File: config.mk
export PLATFORM = sky130hd
export DESIGN_NAME = qdac_serial_load
export DESIGN_NICKNAME = d
export VERILOG_FILES = /design/src/design/qdac_pkg.sv /design/src/design/qdac_sync.sv /design/src/design/qdac_serial_load.sv
export SDC_FILE = /design/constraint.sdc
export NUM_CORES = 1
export LEC_CHECK = 0
export BUFFER_PORTS_ARGS = -buffer_cell sky130_fd_sc_hd__buf_2
export CAP_MARGIN = 0
export CORE_MARGIN = 5
export CORE_UTILIZATION = 49
export CTS_CLUSTER_DIAMETER = 120
export DETAILED_ROUTE_END_ITERATION = 7
export GPL_TIMING_DRIVEN = 0
export MAX_ROUTING_LAYER = met4
export PLACE_DENSITY_LB_ADDON = 0.12
export SLEW_MARGIN = 0
export SYNTH_ARGS = -nofsm -noshare
export SYNTH_HDL_FRONTEND = slang
export SYNTH_SLANG_ARGS = --single-unit
File: constraint.sdc
create_clock -name MCLK -period 1.8 [get_ports MCLK]
set_clock_uncertainty 0.05 [all_clocks]
set_input_delay 0.09 -clock MCLK [delete_from_list [all_inputs] [get_ports MCLK]]
set_output_delay 0.09 -clock MCLK [all_outputs]
set_load 0.01 [all_outputs]
File: src/design/qdac_pkg.sv
/*
 Constants shared by the quad converter serial load block: frame
 layout, register offsets, reset values and bus response codes.
 Assumes a 32-bit AXI4-Lite register bus with 6 address bits.
*/
package qdac_pkg;
	////////////////////////////////////////////////////////////////////
	// Serial frame layout
	localparam int FRAME_W  = 14;          // Bits in one frame
	localparam int CODE_W   = 10;          // Converter code width
	localparam int N_CH     = 4;           // Channels A to D
	localparam int ALL_OFF_BIT = 13;       // all_channel_shutdown
	localparam int ONE_OFF_BIT = 12;       // single_channel_shutdown
	localparam int SEL_HI   = 11;          // channel_sel_hi
	localparam int SEL_LO   = 10;          // channel_sel_lo
	localparam int CODE_MSB = 9;           // code_msb, code_lsb is 0
	localparam int CNT_W    = 5;           // Frame bit counter width
	localparam logic [CNT_W-1:0] CNT_MAX = 5'h1f;
	////////////////////////////////////////////////////////////////////
	// Pin bundle indices and idle levels
	localparam int PIN_W    = 5;
	localparam int P_CLK    = 4;
	localparam int P_SELN   = 3;
	localparam int P_DATA   = 2;
	localparam int P_LOADN  = 1;
	localparam int P_CLRN   = 0;
	localparam logic [PIN_W-1:0] PIN_IDLE = 5'h0b;
	////////////////////////////////////////////////////////////////////
	// Register map (byte addresses)
	localparam int AXI_AW = 6;
	localparam logic [3:0] OFS_CTRL   = 4'h0;  // 0x00
	localparam logic [3:0] OFS_STATUS = 4'h1;  // 0x04
	localparam logic [3:0] OFS_SHIFT  = 4'h2;  // 0x08
	localparam logic [1:0] GRP_INPUT  = 2'h1;  // 0x10..0x1c
	localparam logic [1:0] GRP_DAC    = 2'h2;  // 0x20..0x2c
	localparam int CTRL_EN_BIT  = 0;           // Serial link enable
	localparam logic CTRL_EN_RST = 1'b1;
	localparam int ST_SEL_BIT   = 8;           // Select currently low
	localparam int ST_CNT_LSB   = 16;          // Bits in current frame
	localparam logic [1:0] RESP_OKAY   = 2'h0;
	localparam logic [1:0] RESP_SLVERR = 2'h2;
endpackage

File: src/design/qdac_sync.sv
/*
 Two-stage synchroniser for a bundle of asynchronous pin levels.
 Assumes each bit is an independent level; no bus coherence.
*/
`timescale 1ns/100ps
module qdac_sync #(
	parameter int W = 1,
	parameter logic [W-1:0] RST_VAL = '0
) (
	input  wire logic         clk,
	input  wire logic         srst,
	input  wire logic         ce,
	input  wire logic [W-1:0] d,
	output logic      [W-1:0] q
);
	logic [W-1:0] meta;   // First stage, read only by second stage

	// Both stages reset to the idle pin levels
	always_ff @(posedge clk) begin
		if (srst) begin
			meta <= RST_VAL;
			q    <= RST_VAL;
		end else if (ce) begin
			meta <= d;
			q    <= meta;
		end
	end
endmodule

File: src/design/qdac_serial_load.sv
/*
 Serial write path and register control of a quad voltage-output
 converter, with an AXI4-Lite slave for control and readback.
 Assumes all serial pins are asynchronous to MCLK and that the serial
 clock runs well below MCLK/4 so each level is seen several times.
*/
// Behaviour
// - Shift serial_in on selected serial clock rise
// - Select high freezes the shift register
// - Select rise copies frame to addressed input
// - Select never affects the load strobe
// - Load low makes DAC registers follow inputs
// - Load acts on its level, not serial clock
// - Clear zeroes all input and DAC registers
// - Clear leaves the shift register untouched
// - Frame is MSB first with fixed fields
// - Decode shutdown flags and channel address
// - Reset zeroes input and DAC registers
// - Writes accepted while a channel is shutdown
`timescale 1ns/100ps
module qdac_serial_load (
	input  wire logic                        MCLK,
	input  wire logic                        SRST,
	input  wire logic                        CE,
	input  wire logic                        SERIAL_CLK,
	input  wire logic                        SELECT_N,
	input  wire logic                        SERIAL_IN,
	input  wire logic                        DAC_LOAD_STROBE_N,
	input  wire logic                        REGISTER_CLEAR_N,
	output logic [qdac_pkg::CODE_W-1:0]      DAC_CODE_A,
	output logic [qdac_pkg::CODE_W-1:0]      DAC_CODE_B,
	output logic [qdac_pkg::CODE_W-1:0]      DAC_CODE_C,
	output logic [qdac_pkg::CODE_W-1:0]      DAC_CODE_D,
	output logic [qdac_pkg::N_CH-1:0]        SHUTDOWN,
	input  wire logic [qdac_pkg::AXI_AW-1:0] S_AXI_AWADDR,
	input  wire logic                        S_AXI_AWVALID,
	output logic                             S_AXI_AWREADY,
	input  wire logic [31:0]                 S_AXI_WDATA,
	input  wire logic [3:0]                  S_AXI_WSTRB,
	input  wire logic                        S_AXI_WVALID,
	output logic                             S_AXI_WREADY,
	output logic [1:0]                       S_AXI_BRESP,
	output logic                             S_AXI_BVALID,
	input  wire logic                        S_AXI_BREADY,
	input  wire logic [qdac_pkg::AXI_AW-1:0] S_AXI_ARADDR,
	input  wire logic                        S_AXI_ARVALID,
	output logic                             S_AXI_ARREADY,
	output logic [31:0]                      S_AXI_RDATA,
	output logic [1:0]                       S_AXI_RRESP,
	output logic                             S_AXI_RVALID,
	input  wire logic                        S_AXI_RREADY
);
	import qdac_pkg::*;

	////////////////////////////////////////////////////////////////////
	// Pin synchronisation and edge detection
	logic [PIN_W-1:0] pins;        // Synchronised pin levels
	logic             sclk_q;      // Serial clock one sample back
	logic             seln_q;      // Select one sample back
	logic             link_en;     // Serial link enable from CTRL
	logic             sclk_rise;   // Qualified serial clock rise
	logic             sel_rise;    // Select returned high
	logic             load_low;    // Load strobe asserted
	logic             clear_low;   // Register clear asserted

	qdac_sync #(.W(PIN_W), .RST_VAL(PIN_IDLE)) u_sync (
		.clk  (MCLK),
		.srst (SRST),
		.ce   (CE),
		.d    ({SERIAL_CLK, SELECT_N, SERIAL_IN,
		        DAC_LOAD_STROBE_N, REGISTER_CLEAR_N}),
		.q    (pins)
	);

	// Edges are found on the synchronised copies only
	always_ff @(posedge MCLK) begin
		if (SRST) begin
			sclk_q <= 1'b0;
			seln_q <= 1'b1;
		end else if (CE) begin
			sclk_q <= pins[P_CLK];
			seln_q <= pins[P_SELN];
		end
	end

	// Select gates shifting; load and clear ignore select entirely
	assign sclk_rise = link_en & ~pins[P_SELN]
	                 & pins[P_CLK] & ~sclk_q;
	assign sel_rise  = link_en & pins[P_SELN] & ~seln_q;
	assign load_low  = ~pins[P_LOADN];
	assign clear_low = ~pins[P_CLRN];

	////////////////////////////////////////////////////////////////////
	// Shift, input, DAC and shutdown registers
	logic [FRAME_W-1:0]           shift, next_shift;   // Serial frame
	logic [N_CH-1:0][CODE_W-1:0]  in_reg, next_in;     // Input regs
	logic [N_CH-1:0][CODE_W-1:0]  dac, next_dac;       // DAC regs
	logic [N_CH-1:0]              shut, next_shut;     // Shutdown
	logic [CNT_W-1:0]             cnt, next_cnt;       // Frame bits
	logic [1:0]                   ch;                  // Frame address

	assign ch = shift[SEL_HI:SEL_LO];

	// Next state of the converter registers; clear has top priority
	always_comb begin
		next_shift = shift;
		next_in    = in_reg;
		next_dac   = dac;
		next_shut  = shut;
		next_cnt   = cnt;
		if (sclk_rise) begin
			// Only the last fourteen bits matter, so overlong frames
			// keep their tail, as the host is expected to send 14
			next_shift = {shift[FRAME_W-2:0], pins[P_DATA]};
			if (cnt != CNT_MAX)
				next_cnt = cnt + 5'h01;
		end
		if (sel_rise) begin
			next_cnt = '0;
			if (shift[ALL_OFF_BIT]) begin
				next_shut = '1;
			end else if (shift[ONE_OFF_BIT]) begin
				next_shut[ch] = 1'b1;
			end else begin
				// Input is written even in shutdown; a data write
				// brings the channel back out of shutdown
				next_in[ch] = shift[CODE_MSB:0];
				next_shut[ch] = 1'b0;
			end
		end
		if (load_low)
			next_dac = in_reg;
		if (clear_low) begin
			next_in  = '0;
			next_dac = '0;
		end
	end

	// Register the converter state; reset zeroes everything
	always_ff @(posedge MCLK) begin
		if (SRST) begin
			shift  <= '0;
			in_reg <= '0;
			dac    <= '0;
			shut   <= '0;
			cnt    <= '0;
		end else if (CE) begin
			shift  <= next_shift;
			in_reg <= next_in;
			dac    <= next_dac;
			shut   <= next_shut;
			cnt    <= next_cnt;
		end
	end

	assign DAC_CODE_A = dac[0];
	assign DAC_CODE_B = dac[1];
	assign DAC_CODE_C = dac[2];
	assign DAC_CODE_D = dac[3];
	assign SHUTDOWN   = shut;

	////////////////////////////////////////////////////////////////////
	// AXI4-Lite slave
	logic              aw_held, next_aw_held;   // Write address taken
	logic              w_held, next_w_held;     // Write data taken
	logic [3:0]        waddr, next_waddr;       // Word index of write
	logic [31:0]       wdata, next_wdata;       // Held write data
	logic [3:0]        wstrb, next_wstrb;       // Held byte enables
	logic              ctrl_en, next_ctrl_en;   // CTRL enable bit
	logic              next_awready, next_wready, next_arready;
	logic              next_bvalid, next_rvalid;
	logic [1:0]        next_bresp, next_rresp;
	logic [31:0]       next_rdata;
	logic [3:0]        raddr;                   // Word index of read

	assign link_en = ctrl_en;
	assign raddr   = S_AXI_ARADDR[5:2];

	// One write and one read in flight; answers are registered
	always_comb begin
		next_aw_held = aw_held;
		next_w_held  = w_held;
		next_waddr   = waddr;
		next_wdata   = wdata;
		next_wstrb   = wstrb;
		next_ctrl_en = ctrl_en;
		next_bvalid  = S_AXI_BVALID;
		next_bresp   = S_AXI_BRESP;
		next_rvalid  = S_AXI_RVALID;
		next_rresp   = S_AXI_RRESP;
		next_rdata   = S_AXI_RDATA;
		if (S_AXI_AWVALID && S_AXI_AWREADY) begin
			next_aw_held = 1'b1;
			next_waddr   = S_AXI_AWADDR[5:2];
		end
		if (S_AXI_WVALID && S_AXI_WREADY) begin
			next_w_held = 1'b1;
			next_wdata  = S_AXI_WDATA;
			next_wstrb  = S_AXI_WSTRB;
		end
		if (S_AXI_BVALID && S_AXI_BREADY)
			next_bvalid = 1'b0;
		// Perform the write once both halves are held
		if (aw_held && w_held && !S_AXI_BVALID) begin
			next_aw_held = 1'b0;
			next_w_held  = 1'b0;
			next_bvalid  = 1'b1;
			next_bresp   = RESP_OKAY;
			if (waddr == OFS_CTRL) begin
				if (wstrb[0])
					next_ctrl_en = wdata[CTRL_EN_BIT];
			end else if (waddr != OFS_STATUS && waddr != OFS_SHIFT
			             && waddr[3:2] != GRP_INPUT
			             && waddr[3:2] != GRP_DAC) begin
				// Read-only words ignore writes; holes answer error
				next_bresp = RESP_SLVERR;
			end
		end
		if (S_AXI_RVALID && S_AXI_RREADY)
			next_rvalid = 1'b0;
		if (S_AXI_ARVALID && S_AXI_ARREADY) begin
			next_rvalid = 1'b1;
			next_rresp  = RESP_OKAY;
			next_rdata  = '0;
			if (raddr == OFS_CTRL)
				next_rdata[CTRL_EN_BIT] = ctrl_en;
			else if (raddr == OFS_STATUS) begin
				next_rdata[N_CH-1:0]  = shut;
				next_rdata[ST_SEL_BIT] = ~pins[P_SELN];
				next_rdata[ST_CNT_LSB +: CNT_W] = cnt;
			end else if (raddr == OFS_SHIFT)
				next_rdata[FRAME_W-1:0] = shift;
			else if (raddr[3:2] == GRP_INPUT)
				next_rdata[CODE_W-1:0] = in_reg[raddr[1:0]];
			else if (raddr[3:2] == GRP_DAC)
				next_rdata[CODE_W-1:0] = dac[raddr[1:0]];
			else
				next_rresp = RESP_SLVERR;
		end
		next_awready = ~next_aw_held & ~next_bvalid;
		next_wready  = ~next_w_held & ~next_bvalid;
		next_arready = ~next_rvalid;
	end

	// Register the bus state; ready outputs rise after reset
	always_ff @(posedge MCLK) begin
		if (SRST) begin
			aw_held       <= 1'b0;
			w_held        <= 1'b0;
			waddr         <= '0;
			wdata         <= '0;
			wstrb         <= '0;
			ctrl_en       <= CTRL_EN_RST;
			S_AXI_AWREADY <= 1'b0;
			S_AXI_WREADY  <= 1'b0;
			S_AXI_ARREADY <= 1'b0;
			S_AXI_BVALID  <= 1'b0;
			S_AXI_BRESP   <= RESP_OKAY;
			S_AXI_RVALID  <= 1'b0;
			S_AXI_RRESP   <= RESP_OKAY;
			S_AXI_RDATA   <= '0;
		end else if (CE) begin
			aw_held       <= next_aw_held;
			w_held        <= next_w_held;
			waddr         <= next_waddr;
			wdata         <= next_wdata;
			wstrb         <= next_wstrb;
			ctrl_en       <= next_ctrl_en;
			S_AXI_AWREADY <= next_awready;
			S_AXI_WREADY  <= next_wready;
			S_AXI_ARREADY <= next_arready;
			S_AXI_BVALID  <= next_bvalid;
			S_AXI_BRESP   <= next_bresp;
			S_AXI_RVALID  <= next_rvalid;
			S_AXI_RRESP   <= next_rresp;
			S_AXI_RDATA   <= next_rdata;
		end
	end
endmodule

Word level (Yosys, flattened, before mapping)
Index checks and enable logic that the tools add are counted.
{"block": "totals", "reg_bits": 152, "input_bits": 61, "out_inout_bits": 85, "word_cells": 136}
{"block": "op_classes", "add_sub_neg": 1, "order_cmp": 3, "eq_ne": 13, "n_mux": 47, "bitwise_logic": 17, "reduce_logical": 26}
{"cell": "$mux W40", "count": 6}
{"cell": "$mux W10", "count": 6}
{"cell": "$bmux W10 S2", "count": 2}
{"cell": "$bwmux W40", "count": 1}
{"cell": "$mux W5", "count": 6}
{"cell": "$demux W10 S2", "count": 1}
{"cell": "$mux W4", "count": 5}
{"cell": "$mux W2", "count": 7}
{"cell": "$reduce_and A2 Y1", "count": 7}
{"cell": "$mux W13", "count": 1}
{"cell": "$logic_and A1 B1 Y1", "count": 11}
{"cell": "$mux W1", "count": 11}
{"cell": "$ne A2 B2 Y1 const B", "count": 5}
{"cell": "$logic_not A4 Y1", "count": 2}
{"cell": "$reduce_and A4 Y1", "count": 2}
{"cell": "$and A1 B1 Y1", "count": 7}
{"cell": "$not A1 Y1", "count": 7}
{"cell": "$lt A2 B3 Y1 const B", "count": 2}
{"cell": "$add A5 B1 Y5 const B", "count": 1}
{"cell": "$ne A5 B5 Y1 const B", "count": 1}
{"cell": "$and A4 B4 Y4", "count": 1}
{"cell": "$eq A4 B1 Y1 const B", "count": 1}
{"cell": "$eq A4 B2 Y1 const B", "count": 1}
{"cell": "$ne A4 B1 Y1 const B", "count": 1}
{"cell": "other kinds (11)", "count": 12}

Logic depth before layout (Yosys ltp)
Gate-level depths: netlist (run 1).
{"block": "depth", "depth_word": 9, "mapped_depth": 8}

Hierarchy
Synthesis (run 1) repeated with hierarchy kept, for this count alone.
{"block": "unflattened", "cells_unflattened": 692, "hier_area_um2": 6525.0}
{"mod": "qdac_serial_load", "n_inst": 1, "cells_per_inst": 660, "area_each_um2": 6157.2, "seq_area_each_um2": 2802.7}
{"mod": "qdac_sync", "n_inst": 1, "cells_per_inst": 32, "area_each_um2": 367.9, "seq_area_each_um2": 200.2}

Worst setup path after synthesis (run 1)
No wires, ideal clock.
{"block": "synth_timing", "path_type": "register -> register", "start": "reg cnt[0]", "end": "reg cnt[2]", "setup_time_ns": 0.070, "arrival_ns": 1.617, "required_ns": 1.680, "setup_slack_ns": 0.062, "path_stages_with_launch": 8, "period_less_slack_ns": 1.738, "path_cell_list": "dfxtp_1 -> ha_1 -> and3_1 -> ha_1 -> inv_1 -> nand3_4 -> or4b_1 -> a21oi_1"}
{"block": "synth_via", "elab_chain_len": 4}
{"element": "start: declaration", "line_no": "qdac_serial_load.sv:99", "source": "logic [CNT_W-1:0] cnt, next_cnt;"}
{"element": "start signal: assignment", "line_no": "qdac_serial_load.sv:152", "source": "cnt <= next_cnt;"}
{"element": "$add A5 B1 Y5", "line_no": "qdac_serial_load.sv:116", "source": "next_cnt = cnt + 5'h01;"}
{"element": "$mux W5", "line_no": "qdac_serial_load.sv:115", "source": "if (cnt != CNT_MAX)"}
{"element": "$mux W5", "line_no": "qdac_serial_load.sv:111", "source": "if (sclk_rise) begin"}
{"element": "$mux W5", "line_no": "qdac_serial_load.sv:118", "source": "if (sel_rise) begin"}
Several ways; a longest one is shown, not always the timed one. The select of a mux whose other input is x is not followed.
A chain may end at the register's enable or synchronous reset.

Worst setup path in the final report (run 1)
Ends and elaborated chain as after synthesis.

==> run_results.csv, run 1 <==
group,metric,value,unit
status,status,"finished clean",
routing,dr.pass1.iters,5,
global_route,grt_pass1_vias,5843,
placement,dp_hpwl,14180,µm
power_and_ir_drop,p_sw,0.001695,W
logic_synthesis,synth-seq-cells,150,
routing,drt-initial-drc-count,705,
timing,setup_tns,0,ps
timing,fin_crit_sh,96.75,%
worst_setup_path,crit_path_start_kind,"flop",
clock_tree,clock_sinks,150,
final_layout,diodes,0,
power_and_ir_drop,intPower,0.005882,W
logic_synthesis,synth-seq-area-share,46.30,%
timing,maxSlewViolCount,0,
placement,place_inst,972,
placement,portBuffers,90,
floorplan,die_area,15640,µm²
clock_tree,ctsLongestPathBuffers,2,
power_and_ir_drop,vdd_drop_max,506.2,µV
worst_setup_path,crit_arrival,2050,ps
logic_synthesis,yosys_warnings,0,
power_and_ir_drop,p_leak,3.311,nW
flow_run,cap_violations,0,
power_and_ir_drop,total_power,0.007577,W
placement,place_congestion,0.9139,
routing,routed_via_density,5.959,
clock_tree,cts.root.buffer_cell,"clkbuf_16",
logic_synthesis,synthesis.area,6486,µm²
timing,tightest_slew,782.5,ps
floorplan,initial_core_util,49.57,%
power_and_ir_drop,power.density,925.5,nW/µm²
timing,finalHoldViolations,0,
logic_synthesis,synth_edf_count,0,
global_route,antenna_found_initial,0,
timing,rsz0062_at_grt,"yes",
final_layout,final_common_cell,"dfxtp_1",
floorplan,ios,146,
timing,timing.final.crit_period,1742,ps
timing,relSlewSlack,47.83,%
final_layout,fin_cells,1028,
power_and_ir_drop,swShare,22.37,%
placement,dp_worst_setup_slack,-187.8,ps
timing,setup_violations,0,
routing,drc_errors,0,
logic_synthesis,ys_types,51,
global_route,grt_pass1_wl,31650,µm
floorplan,rows,42,
logic_synthesis,synth_ff_type,"dfxtp_1",
final_layout,nFillCells,1140,
global_route,track_usage,26.55,%
logic_synthesis,ys_async_sr_fraction,0,%
floorplan,die-height,125.1,µm
final_layout,nets,906,
logic_synthesis,synth_cells,692,
routing,wl_per_cell,20.23,µm
floorplan,core,13090,µm²
routing,vias,6126,
global_route,grt_max_degree,17,
clock_tree,clk_latency,430,ps
routing,antenna_left,0,
clock_tree,clk_pin_slew,60,ps
final_layout,largest_register_ff_count,40,
clock_tree,htreeDepth,4,
clock_tree,cts_tree,"built",
final_layout,multi_input_area,3253,µm²
clock_tree,cts_buffers,17,
floorplan,die_x,125.1,µm
logic_synthesis,syn_area_per_cell,9.373,µm²
worst_setup_path,worst-path-max-fanout,4,
final_layout,seq_area,3012,µm²
power_and_ir_drop,p_comb_share,6.3,%
power_and_ir_drop,pwr-share-clk,49.2,%
global_route,grt_overflow,0,
power_and_ir_drop,pwr-share-seq,44.4,%
routing,finalWirelength,20800,µm
worst_setup_path,end_kind,"flop",
timing,max_freq,0.5742,GHz
worst_setup_path,r2r_slack,60,ps
min_path,hold_class,"input port to flop",
worst_setup_path,worstSetupPathType,"flop to flop",
worst_setup_path,cp.required,2110,ps
final_layout,final_cell_mix,"147 x dfxtp_1, 114 x nor2_1, 100 x buf_2",
final_layout,syn2layout_area_growth,26.22,%
final_layout,drive_above_1_share,23.83,%
timing,fin_ws,58.47,ps
timing,fin_hold_ws,19.58,ps
worst paths after layout:
check            startpoint              to  cells past startpoint
min                    SRST         ctrl_en                      3
min reg2reg  S_AXI_RRESP[1]  S_AXI_RRESP[1]                      2
max reg2reg          cnt[0]          cnt[2]                      7
max                  cnt[0]          cnt[2]                      7
worst max-delay path: stages (launching register included):
cell,delay [ps]
dfxtp_4,350
ha_4,150
and3_4,160
ha_2,170
inv_2,70
nand3_4,80
or4b_1,520
a21oi_2,120
synthesized netlist by cell type (5+ instances only):
cell type / number / area (µm²)
buf_4: 18 / 135.1
nand2b_1: 9 / 56.30
a211oi_1: 8 / 60.06
clkbuf_1: 32 / 120.1
nand3b_1: 5 / 37.54
o22ai_1: 9 / 56.30
nor2b_1: 5 / 31.28
a22oi_1: 94 / 705.7
inv_1: 9 / 33.78
mux4_2: 13 / 292.8
mux2i_1: 32 / 320.3
a21o_1: 5 / 37.54
ha_1: 5 / 62.56
dfxtp_1: 150 / 3003
a211o_1: 6 / 52.55
nand3_1: 23 / 115.1
buf_2: 12 / 60.06
nor2_1: 116 / 435.4
o21ai_0: 20 / 100.1
nand2_1: 41 / 153.9
a21oi_1: 23 / 115.1
cell type report:
type	instances	share of cell area (%)
tap	176	2.690
sequential	150	36.79
buffer	66	4.402
clock buffer	21	5.624
multi-input combinational	480	39.74
clock inverter	10	1.865
timing repair buffer	115	8.436
inverter	10	0.4585
power groups by stage:
stage / clock, W / sequential [W] / combinational [W]
floorplan: 0 / 0.00344 / 0.000279
global placement: 0 / 0.00344 / 0.000421
detailed placement: 0 / 0.00344 / 0.000428
CTS: 0.00376 / 0.00337 / 0.000459
global route: 0.00390 / 0.00337 / 0.000508
finish: 0.00373 / 0.00337 / 0.000478
cell families (layout without fill, tap and decap cells):
kind of cell,after synthesis,count (layout),share of synthesized area [%]
fa+ha+maj,5,5,0.9645
simple gates,228,228,16.90
buf+inv,77,222,5.961
flops,150,150,46.30
compound gates,184,185,20.02
other cells,1,15,0.05781
mux,47,47,9.799
metrics by stage:
step | util (%) | area (µm²)
CTS | 61.80 | 8087
global placement | 55.10 | 7209
detailed placement | 55.10 | 7209
floorplan | - | 6539
finish | 62.56 | 8187
global route | 62.56 | 8187
layer usage:
layer  global-route usage, %  wire, µm  vias to the layer above
met1                   33.95      8594                     2927
met2                   41.38      9585                      354
met3                   6.055      2065                       52
met4                   9.758       555                        0
met5                       -         0                        -
li1                        -         -                     2793
what timing repair did:
action,in CTS,in global routing
gates resized for setup,10,24
hold buffers,16,0
setup buffers,8,1
pin swaps,5,4
endpoints found under the setup margin,42,65
hold endpoints to repair,18,0
cloned,0,1
No activity file was read; power rests on OpenSTA's default activity.
==> run 2, diff against run 1 <==
CELL_PAD_IN_SITES_DETAIL_PLACEMENT = 2   (was unset)
CELL_PAD_IN_SITES_GLOBAL_PLACEMENT = 2   (was unset)
CORE_UTILIZATION = 29   (was 49)
==> run 2 against run 1 <==
Critical path type unchanged. Worst setup slack worse by 41 ps. Non-clock buffer count fell by 2. Count of clock-buffer cells in the layout decreased by 2. Cell count is 9.9% higher. Worst hold slack about the same. Cell area rose by 1.4%.
==> run_results.csv, run 2 (synthesis gave the netlist of run 1 again) <==
group,metric,value,unit
worst_setup_path,r2r_slack,20,ps
worst_setup_path,reg2reg_from,"cnt[0]",
worst_setup_path,worstSetupPathType,"flop to flop",
routing,drt-initial-drc-count,374,
power_and_ir_drop,pwr-share-seq,44.8,%
final_layout,design_area,8304,µm²
global_route,grt_pass1_vias,6798,
final_layout,syn2layout_area_growth,28.03,%
routing,routed_via_density,5.398,
worst_setup_path,worst-path-max-fanout,2,
final_layout,final_common_cell,"dfxtp_1",
timing,setup_tns,0,ps
power_and_ir_drop,p_comb_share,6.7,%
global_route,antenna_found_initial,0,
min_path,hold_class,"input port to flop",
power_and_ir_drop,total_power,0.007526,W
clock_tree,htreeDepth,4,
timing,maxSlewViolCount,0,
floorplan,die_area,25460,µm²
routing,wl_per_cell,23.09,µm
clock_tree,clock_sinks,150,
placement,dp_worst_setup_slack,-318.1,ps
floorplan,die_x,159.6,µm
timing,relSlewSlack,46.65,%
final_layout,largest_register_ff_count,40,
status,status,"finished clean",
floorplan,rows,54,
timing,fin_ws,17.23,ps
min_path,hold_end,"S_AXI_ARREADY",
power_and_ir_drop,power.density,906.3,nW/µm²
global_route,grt_pass1_wl,40910,µm
timing,max_freq,0.5609,GHz
floorplan,initial_core_util,29.63,%
timing,finalHoldViolations,0,
timing,rsz0062_at_grt,"yes",
placement,dpl-instance-area,7340,µm²
routing,antenna_left,0,
placement,portBuffers,90,
global_route,grt_max_degree,17,
timing,setup_violations,0,
timing,fin_crit_sh,99.04,%
clock_tree,clk_pin_slew,60,ps
global_route,track_usage,21.05,%
flow_run,cap_violations,0,
min_path,hp-start,"S_AXI_ARVALID",
min_path,holdPathStages,4,
clock_tree,cts_buffers,17,
worst_setup_path,cp.required,2040,ps
floorplan,core,21890,µm²
clock_tree,cts.root.buffer_cell,"clkbuf_16",
final_layout,drive_above_1_share,24.71,%
timing,timing.final.crit_period,1783,ps
placement,dp_hpwl,18480,µm
floorplan,ios,146,
floorplan,die-height,159.6,µm
power_and_ir_drop,swShare,24.50,%
routing,dr.pass1.iters,5,
routing,drc_errors,0,
timing,tightest_slew,800.3,ps
clock_tree,clk_latency,430,ps
worst_setup_path,timing.rr.end,"cnt[2]",
routing,vias,6100,
final_layout,diodes,0,
final_layout,final_cell_mix,"146 x dfxtp_1, 114 x nor2_1, 101 x buf_2",
placement,place_congestion,0.8330,
final_layout,nets,903,
power_and_ir_drop,vdd_drop_max,596.5,µV
power_and_ir_drop,p_leak,3.299,nW
worst_setup_path,reg2reg_depth,8,
global_route,grt_overflow,0,
routing,finalWirelength,26090,µm
power_and_ir_drop,intPower,0.005682,W
power_and_ir_drop,pwr-share-clk,48.6,%
power_and_ir_drop,p_sw,0.001844,W
worst_setup_path,crit_arrival,2020,ps
clock_tree,cts_tree,"built",
worst_setup_path,crit_path_start_kind,"flop",
clock_tree,ctsLongestPathBuffers,2,
worst_setup_path,end_kind,"flop",
timing,fin_hold_ws,19.27,ps
run 2: cell types whose count changed in the layout (fill, tap and decap cells not counted), moves of 2 or more:
cell / delta
clkbuf_2: +5
clkbuf_1: -4
buf_4: -3
clkinvlp_4: +3
clkbuf_8: -2
clkinv_4: +2
run 2: what timing repair did:
action                                  in CTS  in global routing
setup buffers                                8                  0
endpoints found under the setup margin      62                 73
cloned                                       0                  0
endpoints found under the hold margin       17                  0
hold buffers                                15                  0
pin swaps                                    5                  4
resized for setup                           25                 21
run 2: cell type report:
class | instances | area (µm²)
Tap cell | 280 | 350.3
Fill cell | 2478 | 13590
Clock inverter | 13 | 157.7
Inverter | 10 | 40.04
Clock buffer | 19 | 432.9
Sequential cell | 150 | 3013
Multi-Input combinational cell | 479 | 3257
Timing Repair Buffer | 113 | 685.7
Buffer | 66 | 367.9
run 2: metal layers:
layer  share of wire [%]  GRT usage [%]  vias to the layer above
met3                 4.5          3.805                       34
met2                  49          34.12                      168
li1                    -              -                     2783
met5                   0              -                        -
met4                 1.6          5.739                        0
met1                  45          27.09                     3115
run 2: worst max path at each step:
stage | slack, ps | to | startpoint | cells after the start
final | 20 | cnt[2] | cnt[0] | 8
after global routing | -20 | cnt[2] | cnt[0] | 8
after CTS | 5 | cnt[2] | cnt[0] | 7
after detailed placement | -320 | in_reg[28] | ctrl_en | 4
after global placement | -300 | in_reg[30] | ctrl_en | 5
after floorplan | 60 | cnt[2] | cnt[0] | 7
run 2: worst max-delay path, cell delays in order, from the launching register on:
cell and delay (ps):
dfxtp_4 350, ha_4 160, and3_4 180, ha_4 160, inv_4 60, buf_4 100
a31oi_1 110, o21ai_0 380, a21oi_4 100
run 2: metrics by stage:
step                instances  utilization [%]
floorplan                 706                -
global placement         1076            33.53
detailed placement       1076            33.53
CTS                      1131            37.75
global route             1130            37.93
finish                   1130            37.93
run 2: power by group through the flow:
stage	clock network (W)	logic, W	registers [W]
detailed placement	0	0.000466	0.00344
global placement	0	0.000456	0.00344
floorplan	0	0.000279	0.00344
finish	0.00366	0.000502	0.00337
CTS	0.00372	0.000498	0.00337
global route	0.00387	0.000539	0.00337
==> run 3, diff against run 2 <==
--- a/constraint.sdc
+++ b/constraint.sdc
@@ -4,2 +4,2 @@
 set_output_delay 0.09 -clock MCLK [all_outputs]
-set_load 0.01 [all_outputs]
+set_load 0.1 [all_outputs]
==> run 3 against run 2 <==
Clock power up 5%. Largest cell class unchanged. Die area unchanged. Sequential power about the same. Count of clock-buffer cells in the layout unchanged.
==> run_results.csv, run 3 (synthesis gave the netlist of run 1 again) <==
group,metric,value,unit
status,status,"finished clean",
worst_setup_path,crit_path_start_kind,"flop",
global_route,track_usage,21.46,%
routing,dr.pass1.iters,5,
global_route,grt_pass1_vias,6790,
final_layout,final_cell_mix,"142 x dfxtp_1, 114 x nor2_1, 101 x buf_2",
worst_setup_path,crit_chain,"buf_2 > nor2b_2 > a31oi_4 > buf_12 > a22oi_1 > nor2_1",
floorplan,rows,54,
clock_tree,cts_tree,"built",
flow_run,cap_violations,0,
timing,max_freq,0.5743,GHz
timing,setup_tns,0,ps
power_and_ir_drop,intPower,0.005874,W
final_layout,final_common_cell,"dfxtp_1",
clock_tree,ctsLongestPathBuffers,2,
floorplan,ios,146,
final_layout,syn2layout_area_growth,29.22,%
timing,finalHoldViolations,0,
floorplan,die-height,159.6,µm
timing,maxSlewViolCount,0,
routing,wl_met3,1329,µm
power_and_ir_drop,swShare,25.83,%
timing,relSlewSlack,42.17,%
power_and_ir_drop,p_sw,0.002046,W
worst_setup_path,cpMaxStageDelayCell,"dfxtp_1",
power_and_ir_drop,vdd_drop_max,563.1,µV
worst_setup_path,end_kind,"flop",
floorplan,initial_core_util,29.63,%
routing,met1_length,12220,µm
routing,drt-initial-drc-count,322,
final_layout,drive_above_1_share,25.44,%
clock_tree,cts.root.buffer_cell,"clkbuf_16",
clock_tree,htreeDepth,4,
global_route,antenna_found_initial,0,
worst_setup_path,cp.required,2050,ps
timing,setup_violations,0,
floorplan,core,21890,µm²
placement,dpl-instance-area,7345,µm²
clock_tree,clk_pin_slew,70,ps
min_path,hp-start,"SRST",
timing,fin_crit_sh,96.73,%
clock_tree,cts_buffers,17,
clock_tree,clk_latency,430,ps
global_route,grt_pass1_wl,41370,µm
worst_setup_path,crit_arrival,1990,ps
worst_setup_path,critPathLaunch,"shift[11]",
global_route,grt_overflow,0,
power_and_ir_drop,pwr-share-seq,42.6,%
global_route,grt_max_degree,17,
routing,routed_via_density,5.494,
routing,wl_per_cell,23.65,µm
routing,vias,6225,
routing,finalWirelength,26800,µm
routing,antenna_left,0,
final_layout,diodes,0,
power_and_ir_drop,p_leak,3.355,nW
timing,tightest_slew,867.4,ps
routing,route.met2.wl,12810,µm
worst_setup_path,worst-path-max-fanout,10,
final_layout,largest_register_ff_count,40,
min_path,hold_class,"input port to flop",
worst_setup_path,worstSetupPathType,"flop to flop",
placement,dp_worst_setup_slack,-435.3,ps
clock_tree,clock_sinks,150,
final_layout,nets,906,
placement,place_congestion,0.8115,
routing,top_layer_used,"met4",
routing,drc_errors,0,
power_and_ir_drop,pwr-share-clk,48.6,%
final_layout,final_util,38.29,%
worst_setup_path,reg2reg_from,"shift[11]",
timing,fin_ws,58.79,ps
worst_setup_path,slowest_delay,370,ps
placement,portBuffers,90,
timing,timing.final.crit_period,1741,ps
power_and_ir_drop,power.density,944.9,nW/µm²
floorplan,die_x,159.6,µm
floorplan,die_area,25460,µm²
power_and_ir_drop,p_comb_share,8.8,%
placement,dp_hpwl,18610,µm
final_layout,design_area,8382,µm²
## run 3: cell types whose count changed in the layout (fill, tap and decap cells not counted), sizes merged
cell / before / now
bufinv: 3 / 4
clkinvlp: 4 / 3
dlygate4sd3: 15 / 16
buf: 132 / 134
## run 3: power by group through the flow
stage               sequential, W  clock, W  combinational (W)
global route              0.00338   0.00405           0.000735
CTS                       0.00337   0.00393           0.000687
floorplan                 0.00350         0           0.000402
global placement          0.00344         0           0.000635
finish                    0.00337   0.00385           0.000696
detailed placement        0.00345         0           0.000650
## run 3: metrics by stage
step                      hold slack [ps]  total power, W  std cells
after floorplan                     168.4        0.003899        706
after global placement              259.7        0.004078       1076
after detailed placement            268.0        0.004095       1076
after CTS                           45.72        0.007988       1133
after global routing                78.93        0.008157       1133
final                               39.40        0.007920       1133
## run 3: path summary, 6_finish.rpt
check,slack (ps),depth (start not counted),to
max,60,6,in_reg[21]
min,40,4,S_AXI_RDATA[7]
max reg2reg,60,6,in_reg[21]
min reg2reg,430,2,u_sync.meta[1]
## run 3: repair_timing
| action | 4_1_cts | 5_1_grt |
|---|---|---|
| endpoints found under the hold margin | 18 | 0 |
| hold buffers | 16 | 0 |
| resized for setup | 26 | 17 |
| endpoints found under the setup margin | 72 | 45 |
| pin swaps | 6 | 3 |
| buffers inserted | 9 | 1 |
## run 3: final cells by class
cell class	instances	area, µm²
buffer	66	369.1
clock buffer	19	442.9
clock inverter	13	180.2
fill	2439	13510
inverter	10	37.54
multi-input combinational	479	3253
sequential	150	3013
tap	280	350.3
timing repair buffer	116	735.7
## run 3: metal layers
layer | vias to the layer above | GRT usage [%]
met5 | - | -
met4 | 0 | 5.622
met3 | 31 | 3.831
met2 | 177 | 34.37
met1 | 3225 | 28.08
li1 | 2792 | -
## run 3: critical path: cells and delay by family, from the launching register on
family,cells,cell delay (ps)
flip-flops,1,370
buffers and inverters,2,480
AND/OR/NAND/NOR,2,360
AO/OA/AOI/OAI,2,350
